--- src/rtl/lcis_pkg.sv ---
// Package with register map, field layout, mux codes and source bundle of the cell input stage.
package lcis_pkg;

    // Register byte offsets on the Avalon-MM slave.
    localparam logic [3:0] LCIS_SEL_OFF = 4'h0;
    localparam logic [3:0] LCIS_GLSL_OFF = 4'h4;
    localparam logic [3:0] LCIS_POL_OFF = 4'h8;
    localparam logic [3:0] LCIS_STAT_OFF = 4'hC;

    // Values after reset.
    localparam logic [15:0] LCIS_SEL_RESET = 16'h0000;
    localparam logic [15:0] LCIS_GLSL_RESET = 16'h0000;
    localparam logic [1:0] LCIS_POL_RESET = 2'h0;

    // Implemented bits of the source select register.
    localparam logic [15:0] LCIS_SEL_MASK = 16'h0077;

    // Field positions.
    localparam int LCIS_SRC2_LSB = 4;
    localparam int LCIS_SRC1_LSB = 0;
    localparam int LCIS_G2_LSB = 8;
    localparam int LCIS_G1_LSB = 0;

    // Source 2 select codes.
    localparam logic [2:0] LCIS_SRC2_MULTI2 = 3'h7;
    localparam logic [2:0] LCIS_SRC2_MULTI1 = 3'h6;
    localparam logic [2:0] LCIS_SRC2_HIGH = 3'h5;
    localparam logic [2:0] LCIS_SRC2_ADC_EOC = 3'h4;
    localparam logic [2:0] LCIS_SRC2_SER_TX = 3'h3;
    localparam logic [2:0] LCIS_SRC2_CMP1 = 3'h2;
    localparam logic [2:0] LCIS_SRC2_OTHER = 3'h1;
    localparam logic [2:0] LCIS_SRC2_PIN_B = 3'h0;

    // Source 1 select codes.
    localparam logic [2:0] LCIS_SRC1_SINGLE5 = 3'h7;
    localparam logic [2:0] LCIS_SRC1_SINGLE4 = 3'h6;
    localparam logic [2:0] LCIS_SRC1_HIGH = 3'h5;
    localparam logic [2:0] LCIS_SRC1_FAST_OSC = 3'h4;
    localparam logic [2:0] LCIS_SRC1_LP_OSC = 3'h3;
    localparam logic [2:0] LCIS_SRC1_SEC_OSC = 3'h2;
    localparam logic [2:0] LCIS_SRC1_TCY = 3'h1;
    localparam logic [2:0] LCIS_SRC1_PIN_A = 3'h0;

    // Raw signals offered to the selection multiplexers, plus sources 3 and 4 that feed the gates directly.
    typedef struct packed {
        logic multi_compare_unit_2_evt;
        logic multi_compare_unit_1_evt;
        logic adc_eoc;
        logic serial1_tx;
        logic serial2_tx;
        logic comparator1_out;
        logic other_cell_out;
        logic cell_input_pin_b;
        logic single_compare_unit_5_evt;
        logic single_compare_unit_4_evt;
        logic fast_internal_osc;
        logic low_power_internal_osc;
        logic secondary_osc;
        logic sys_clk_tcy;
        logic cell_input_pin_a;
        logic source3;
        logic source4;
    } lcis_sources_t;

endpackage

--- src/rtl/lcis_top.sv ---
// Input selection and gates 1 and 2 of a configurable logic cell with an Avalon-MM slave.
`timescale 1ns/1ns

// Summary of operation
// - Source 2 bits 6-4: 111/110 compare events, 101 high, 100 converter done.
// - Source 2 low codes: own serial transmit, comparator 1, other cell, pin B.
// - Select register bit 3 reads zero and ignores writes.
// - Source 1 bits 2-0: 111/110 single compare events, 101 high, 000 pin A.
// - Source 1 codes 100..001: fast, low-power, secondary oscillator, system clock.
// - Gate 2 enables in bits 15-8, true/negated pairs, source 4 down to 1.
// - Gate 1 enables in bits 7-0 in the same pairing order.
// - Each multiplexer offers its selected signal and its inverse to the gates.
// - Each gate ORs every enabled true and negated source signal.
// - A set gate invert bit inverts that gate's output, else passes it.
module lcis_top #(
    parameter int CELL_INDEX = 1
) (
    input wire logic clk_i,
    input wire logic reset_n_i,
    input wire logic [3:0] avs_address_i,
    input wire logic avs_read_i,
    input wire logic avs_write_i,
    input wire logic [31:0] avs_writedata_i,
    input wire logic [3:0] avs_byteenable_i,
    output logic [31:0] avs_readdata_o,
    output logic avs_waitrequest_o,
    input wire lcis_pkg::lcis_sources_t sources_i,
    output logic source1_o,
    output logic source2_o,
    output logic gate1_o,
    output logic gate2_o
);
    import lcis_pkg::*;

    // Only two cells exist; the serial port pick depends on which one this is.
    if (CELL_INDEX != 1 && CELL_INDEX != 2) begin : g_bad_cell
        $error("CELL_INDEX must be 1 or 2");
    end

    lcis_sources_t meta_reg;
    lcis_sources_t sync_reg;
    logic wait_reg;
    logic [31:0] rdata_reg;
    logic [15:0] sel_reg;
    logic [15:0] glsl_reg;
    logic [1:0] pol_reg;
    logic src1_reg;
    logic src2_reg;
    logic [1:0] gate_reg;
    logic src1_next;
    logic src2_next;
    logic [2:0] src1_code;
    logic [2:0] src2_code;
    logic [7:0] pair_vec;
    logic [1:0] gate_next;
    logic req;
    logic accept;
    logic [15:0] wd;
    logic [15:0] be_mask;

    // Every source comes from another domain, so it passes two flip-flops first.
    always_ff @(posedge clk_i or negedge reset_n_i) begin
        if (!reset_n_i) begin
            meta_reg <= '0;
            sync_reg <= '0;
        end else begin
            meta_reg <= sources_i;
            sync_reg <= meta_reg;
        end
    end

    // A request is taken in the one cycle that waitrequest is low.
    assign req = avs_read_i | avs_write_i;
    assign accept = req & ~wait_reg;
    assign wd = avs_writedata_i[15:0];
    assign be_mask = {{8{avs_byteenable_i[1]}}, {8{avs_byteenable_i[0]}}};

    // Waitrequest drops for one cycle after a request is seen, then rises again.
    always_ff @(posedge clk_i or negedge reset_n_i) begin
        if (!reset_n_i) begin
            wait_reg <= 1'b1;
        end else begin
            wait_reg <= ~(req & wait_reg);
        end
    end

    // Read data is captured while waiting, so it stands when waitrequest is low.
    always_ff @(posedge clk_i or negedge reset_n_i) begin
        if (!reset_n_i) begin
            rdata_reg <= 32'h0000_0000;
        end else if (avs_read_i && wait_reg) begin
            unique case (avs_address_i)
                LCIS_SEL_OFF: rdata_reg <= {16'h0000, sel_reg & LCIS_SEL_MASK};
                LCIS_GLSL_OFF: rdata_reg <= {16'h0000, glsl_reg};
                LCIS_POL_OFF: rdata_reg <= {30'h0000_0000, pol_reg};
                LCIS_STAT_OFF: rdata_reg <= {28'h000_0000, gate_reg, src2_reg, src1_reg};
                default: rdata_reg <= 32'h0000_0000;
            endcase
        end
    end

    // Source select register; unimplemented bits never store a one.
    always_ff @(posedge clk_i or negedge reset_n_i) begin
        if (!reset_n_i) begin
            sel_reg <= LCIS_SEL_RESET;
        end else if (accept && avs_write_i && avs_address_i == LCIS_SEL_OFF) begin
            sel_reg <= ((wd & be_mask) | (sel_reg & ~be_mask)) & LCIS_SEL_MASK;
        end
    end

    // Gate enable register for gates 1 and 2, all clear after reset.
    always_ff @(posedge clk_i or negedge reset_n_i) begin
        if (!reset_n_i) begin
            glsl_reg <= LCIS_GLSL_RESET;
        end else if (accept && avs_write_i && avs_address_i == LCIS_GLSL_OFF) begin
            glsl_reg <= (wd & be_mask) | (glsl_reg & ~be_mask);
        end
    end

    // Gate invert bits: bit 0 for gate 1, bit 1 for gate 2.
    always_ff @(posedge clk_i or negedge reset_n_i) begin
        if (!reset_n_i) begin
            pol_reg <= LCIS_POL_RESET;
        end else if (accept && avs_write_i && avs_address_i == LCIS_POL_OFF) begin
            if (avs_byteenable_i[0]) begin
                pol_reg <= wd[1:0];
            end
        end
    end

    assign src1_code = sel_reg[LCIS_SRC1_LSB +: 3];
    assign src2_code = sel_reg[LCIS_SRC2_LSB +: 3];

    // Source 2 multiplexer.
    always_comb begin
        unique case (src2_code)
            LCIS_SRC2_MULTI2: src2_next = sync_reg.multi_compare_unit_2_evt;
            LCIS_SRC2_MULTI1: src2_next = sync_reg.multi_compare_unit_1_evt;
            LCIS_SRC2_HIGH: src2_next = 1'b1;
            LCIS_SRC2_ADC_EOC: src2_next = sync_reg.adc_eoc;
            LCIS_SRC2_SER_TX: begin
                src2_next = (CELL_INDEX == 1) ? sync_reg.serial1_tx : sync_reg.serial2_tx;
            end
            LCIS_SRC2_CMP1: src2_next = sync_reg.comparator1_out;
            LCIS_SRC2_OTHER: src2_next = sync_reg.other_cell_out;
            LCIS_SRC2_PIN_B: src2_next = sync_reg.cell_input_pin_b;
        endcase
    end

    // Source 1 multiplexer.
    always_comb begin
        unique case (src1_code)
            LCIS_SRC1_SINGLE5: src1_next = sync_reg.single_compare_unit_5_evt;
            LCIS_SRC1_SINGLE4: src1_next = sync_reg.single_compare_unit_4_evt;
            LCIS_SRC1_HIGH: src1_next = 1'b1;
            LCIS_SRC1_FAST_OSC: src1_next = sync_reg.fast_internal_osc;
            LCIS_SRC1_LP_OSC: src1_next = sync_reg.low_power_internal_osc;
            LCIS_SRC1_SEC_OSC: src1_next = sync_reg.secondary_osc;
            LCIS_SRC1_TCY: src1_next = sync_reg.sys_clk_tcy;
            LCIS_SRC1_PIN_A: src1_next = sync_reg.cell_input_pin_a;
        endcase
    end

    // Selected sources are registered so the outputs come from flip-flops.
    always_ff @(posedge clk_i or negedge reset_n_i) begin
        if (!reset_n_i) begin
            src1_reg <= 1'b0;
            src2_reg <= 1'b0;
        end else begin
            src1_reg <= src1_next;
            src2_reg <= src2_next;
        end
    end

    // True and negated forms of sources 4 down to 1, in enable-bit order.
    assign pair_vec = {sync_reg.source4, ~sync_reg.source4,
                       sync_reg.source3, ~sync_reg.source3,
                       src2_reg, ~src2_reg, src1_reg, ~src1_reg};

    // Each gate ORs its enabled inputs, then applies its invert bit.
    for (genvar g = 0; g < 2; g++) begin : g_gate
        assign gate_next[g] = |(pair_vec & glsl_reg[g*8 +: 8]) ^ pol_reg[g];
    end

    // Gate outputs: index 0 uses bits 7-0, index 1 uses bits 15-8.
    always_ff @(posedge clk_i or negedge reset_n_i) begin
        if (!reset_n_i) begin
            gate_reg <= 2'h0;
        end else begin
            gate_reg <= gate_next;
        end
    end

    assign avs_readdata_o = rdata_reg;
    assign avs_waitrequest_o = wait_reg;
    assign source1_o = src1_reg;
    assign source2_o = src2_reg;
    assign gate1_o = gate_reg[0];
    assign gate2_o = gate_reg[1];
endmodule

--- config.mk ---
export PLATFORM = sky130hd
export DESIGN_NAME = lcis_top
export DESIGN_NICKNAME = d
export VERILOG_FILES = /design/src/rtl/lcis_pkg.sv /design/src/rtl/lcis_top.sv
export SDC_FILE = /design/constraint.sdc
export NUM_CORES = 1
export LEC_CHECK = 0
export ABC_AREA = 1
export BUFFER_PORTS_ARGS = -buffer_cell sky130_fd_sc_hd__buf_2
export CAP_MARGIN = 20
export CELL_PAD_IN_SITES_DETAIL_PLACEMENT = 0
export CELL_PAD_IN_SITES_GLOBAL_PLACEMENT = 1
export CORE_MARGIN = 8
export CORE_UTILIZATION = 25
export DETAILED_ROUTE_END_ITERATION = 12
export PLACE_DENSITY = 0.53
export SYNTH_ARGS = -nofsm -noshare
export SYNTH_HDL_FRONTEND = slang
export SYNTH_SLANG_ARGS = --single-unit
--- constraint.sdc ---
create_clock -name clk_i -period 2.02 [get_ports clk_i]
set_input_delay 0.303 -clock clk_i [delete_from_list [all_inputs] [get_ports clk_i]]
set_output_delay 0.303 -clock clk_i [all_outputs]
set_load 0.02 [all_outputs]
==> impl_metrics.csv <==
group,metric,value,unit
status,run_status,"complete, no violations",
yosys,synth_top_cell_by_area,"dfrtp_1",
power_and_ir_drop,vdd_ir_drop_max,0.4076,mV
drt,ant_nets,0,
yosys,yosys.area.top_type_share,0.6189,
yosys,synth-seq-cells,77,
clock_network,clock_path_buffers,2,
critical_path,path_delay_family,"flip-flops",
floorplanning,num_rows,40,
critical_path,worstPathBufferInverterCount,1,
place,dpl.hpwl,5.411,mm
global_route,grt_usage,0.09207,
timing,fin_tns_setup,0,ns
finish,antennaDiodeCount,0,
clock_network,ctsRootBufferMaster,"clkbuf_16",
timing,finClkSkew,0.007573,ns
critical_path,critPathLaunchType,"flop",
critical_path,cp-startpoint,"avs_waitrequest_o$_DFF_PN1_",
finish,fillCellCount,1237,
drt,drc,0,
yosys,netlist_instances,311,
floorplanning,die_h,126.9,µm
job,drv_cap,0,
timing,hold_viol_final,0,
clock_network,clk_pin_slew,0.06,ns
critical_path,critPathArrivalTime,1.06,ns
timing,post-route-period-util,0.6739,
drt,vias_per_cell,4.039,
global_route,antenna_found_initial,0,
drt,routed_wl,7.106,mm
drt,num_vias,2165,
floorplanning,initial_utilization,0.2558,
yosys,yosysSeqAreaShare,0.6274,
critical_path,cp_slowest_cell,"dfstp_2",
timing,whs,0.07803,ns
drt,drtIter0Drc,74,
min_path,worstHoldStart,"sources_i[6]",
drt,wire_per_inst,13.26,µm
floorplanning,fp.dieW,126.9,µm
clock_network,htreeDepth,3,
critical_path,path_cells,"buf_2",
floorplanning,io_pins,98,
power_and_ir_drop,powerDensity,1029,nW/µm²
global_route,grt_max_degree,38,
global_route,grt_pass1_vias,2292,
finish,utilization,0.3175,
timing,setup_viol,0,
critical_path,crit_fanout,4,
clock_network,clock_latency,0.32,ns
critical_path,worstSetupEndpointType,"output pin",
floorplanning,die-area,16100,µm²
place,placed_cells,519,
yosys,netlist_area,3073,µm²
place,port_buffers,62,
clock_network,numCtsBuffers,9,
floorplanning,coreArea,12010,µm²
clock_network,cts.sink_count,77,
finish,final_layout_size_suffix_gt1_frac,0.2494,
yosys,ys_top_cells_by_area,"dfrtp_1, nand2_1, o21ai_0",
critical_path,required,1.72,ns
finish,final_nets,445,
global_route,overflow,0,
yosys,synthDistinctLibCells,24,
timing,drv_slew,0,
min_path,worstHoldPathType,"in -> reg",
clock_network,tritoncts,"done",
drt,firstDrtPassIters,4,
power_and_ir_drop,p_leak,1.989,nW
power_and_ir_drop,power,3.923,mW
timing,max_freq,0.7346,GHz
finish,area_growth,24.10,%
critical_path,max_stage_delay,0.56,ns
timing,rsz0062_at_grt,"false",
yosys,syn_area_per_cell,9.881,µm²
place,finalWeightedCongestion,0.7323,
timing,min_period,1.361,ns
finish,layout.cells.non_filler,536,
critical_path,rr_startpoint,"avs_waitrequest_o$_DFF_PN1_",
critical_path,crit_type,"reg -> out",
yosys,synth_warnings,0,
global_route,grt_pass1_wl,11.83,mm
==> synthesized netlist by cell type, drive strengths merged <==
library cell	number
dfrtp	76
nand2	85
conb	1
dfstp	1
a21oi	12
nor2	23
o22ai	1
nand4	1
o31ai	2
nand3	27
o21ai	33
inv	27
clkbuf	2
clkinv	1
buf	19
==> placed cells by master, fill, tap and decap left out, types with 3 or more instances in the layout <==
cell	instances
nor2_1	19
o21ai_0	30
dfrtp_1	76
nand2_1	80
nand3_1	27
clkbuf_16	9
conb_1	16
nand2_2	3
buf_4	5
nor2_4	3
buf_2	61
a21oi_1	12
inv_1	25
clkinv_4	3
==> per-layer routing <==
| metal | share of wire | up-vias | track usage |
|---|---|---|---|
| met3 | 0.057 | 4 | 0.03100 |
| met1 | 0.50 | 992 | 0.1219 |
| li1 | - | 1105 | - |
| met5 | 0 | - | 0 |
| met2 | 0.44 | 64 | 0.1408 |
| met4 | 0.0066 | 0 | 0.02309 |
==> power breakdown <==
group          total (mW)  internal [mW]  switching, mW
logic               0.503          0.173          0.330
registers            1.82           1.70          0.124
clock network        1.60          0.968          0.631
total                3.92           2.84           1.08
==> final timing paths <==
path	end	slack, ns	cells after the start
min in group asynchronous	meta_reg[14]$_DFF_PN0_	0.37	2
worst max-delay path	avs_waitrequest_o	0.66	1
max in group asynchronous	pol_reg[1]$_DFFE_PN0P_	1.06	3
worst min register to register	sync_reg[16]$_DFF_PN0_	0.35	0
worst min-delay path	meta_reg[6]$_DFF_PN0_	0.08	1
worst max register to register	avs_readdata_o[11]$_DFFE_PN0P_	0.67	4
==> cell type report <==
| type | instances | area, µm² | area share |
|---|---|---|---|
| repair buffers | 68 | 372.9 | 0.09777 |
| inverters | 28 | 110.1 | 0.02887 |
| clock buffers | 10 | 229.0 | 0.06004 |
| clock inverters | 6 | 70.07 | 0.01837 |
| multi-input cells | 200 | 919.6 | 0.2411 |
| well taps | 147 | 183.9 | 0.04823 |
| flip-flops and latches | 77 | 1928 | 0.5056 |
==> through the flow <==
step	area [µm²]	setup WS [ns]
detailed placement	3505	0.4371
floorplan	3129	0.7258
CTS	3814	0.6342
finish	3814	0.6588
global placement	3505	0.4494
global route	3814	0.5043
==> logic make-up (layout without fill, tap and decap cells) <==
group,Yosys count,in the layout,share of synthesized area
and+or+nand+nor,136,136,0.1983
DFF,77,77,0.6274
buffers and inverters,49,112,0.09161
AOI/OAI and AO/OA,48,48,0.08143
other,1,16,0.001220
==> repair_timing <==
action / in CTS / in global routing
setup buffers: 0 / 0
gates resized for setup: 0 / 0
hold buffers: 1 / 0
endpoints found under the hold margin: 11 / 0
No activity file was read; power rests on OpenSTA's default activity.
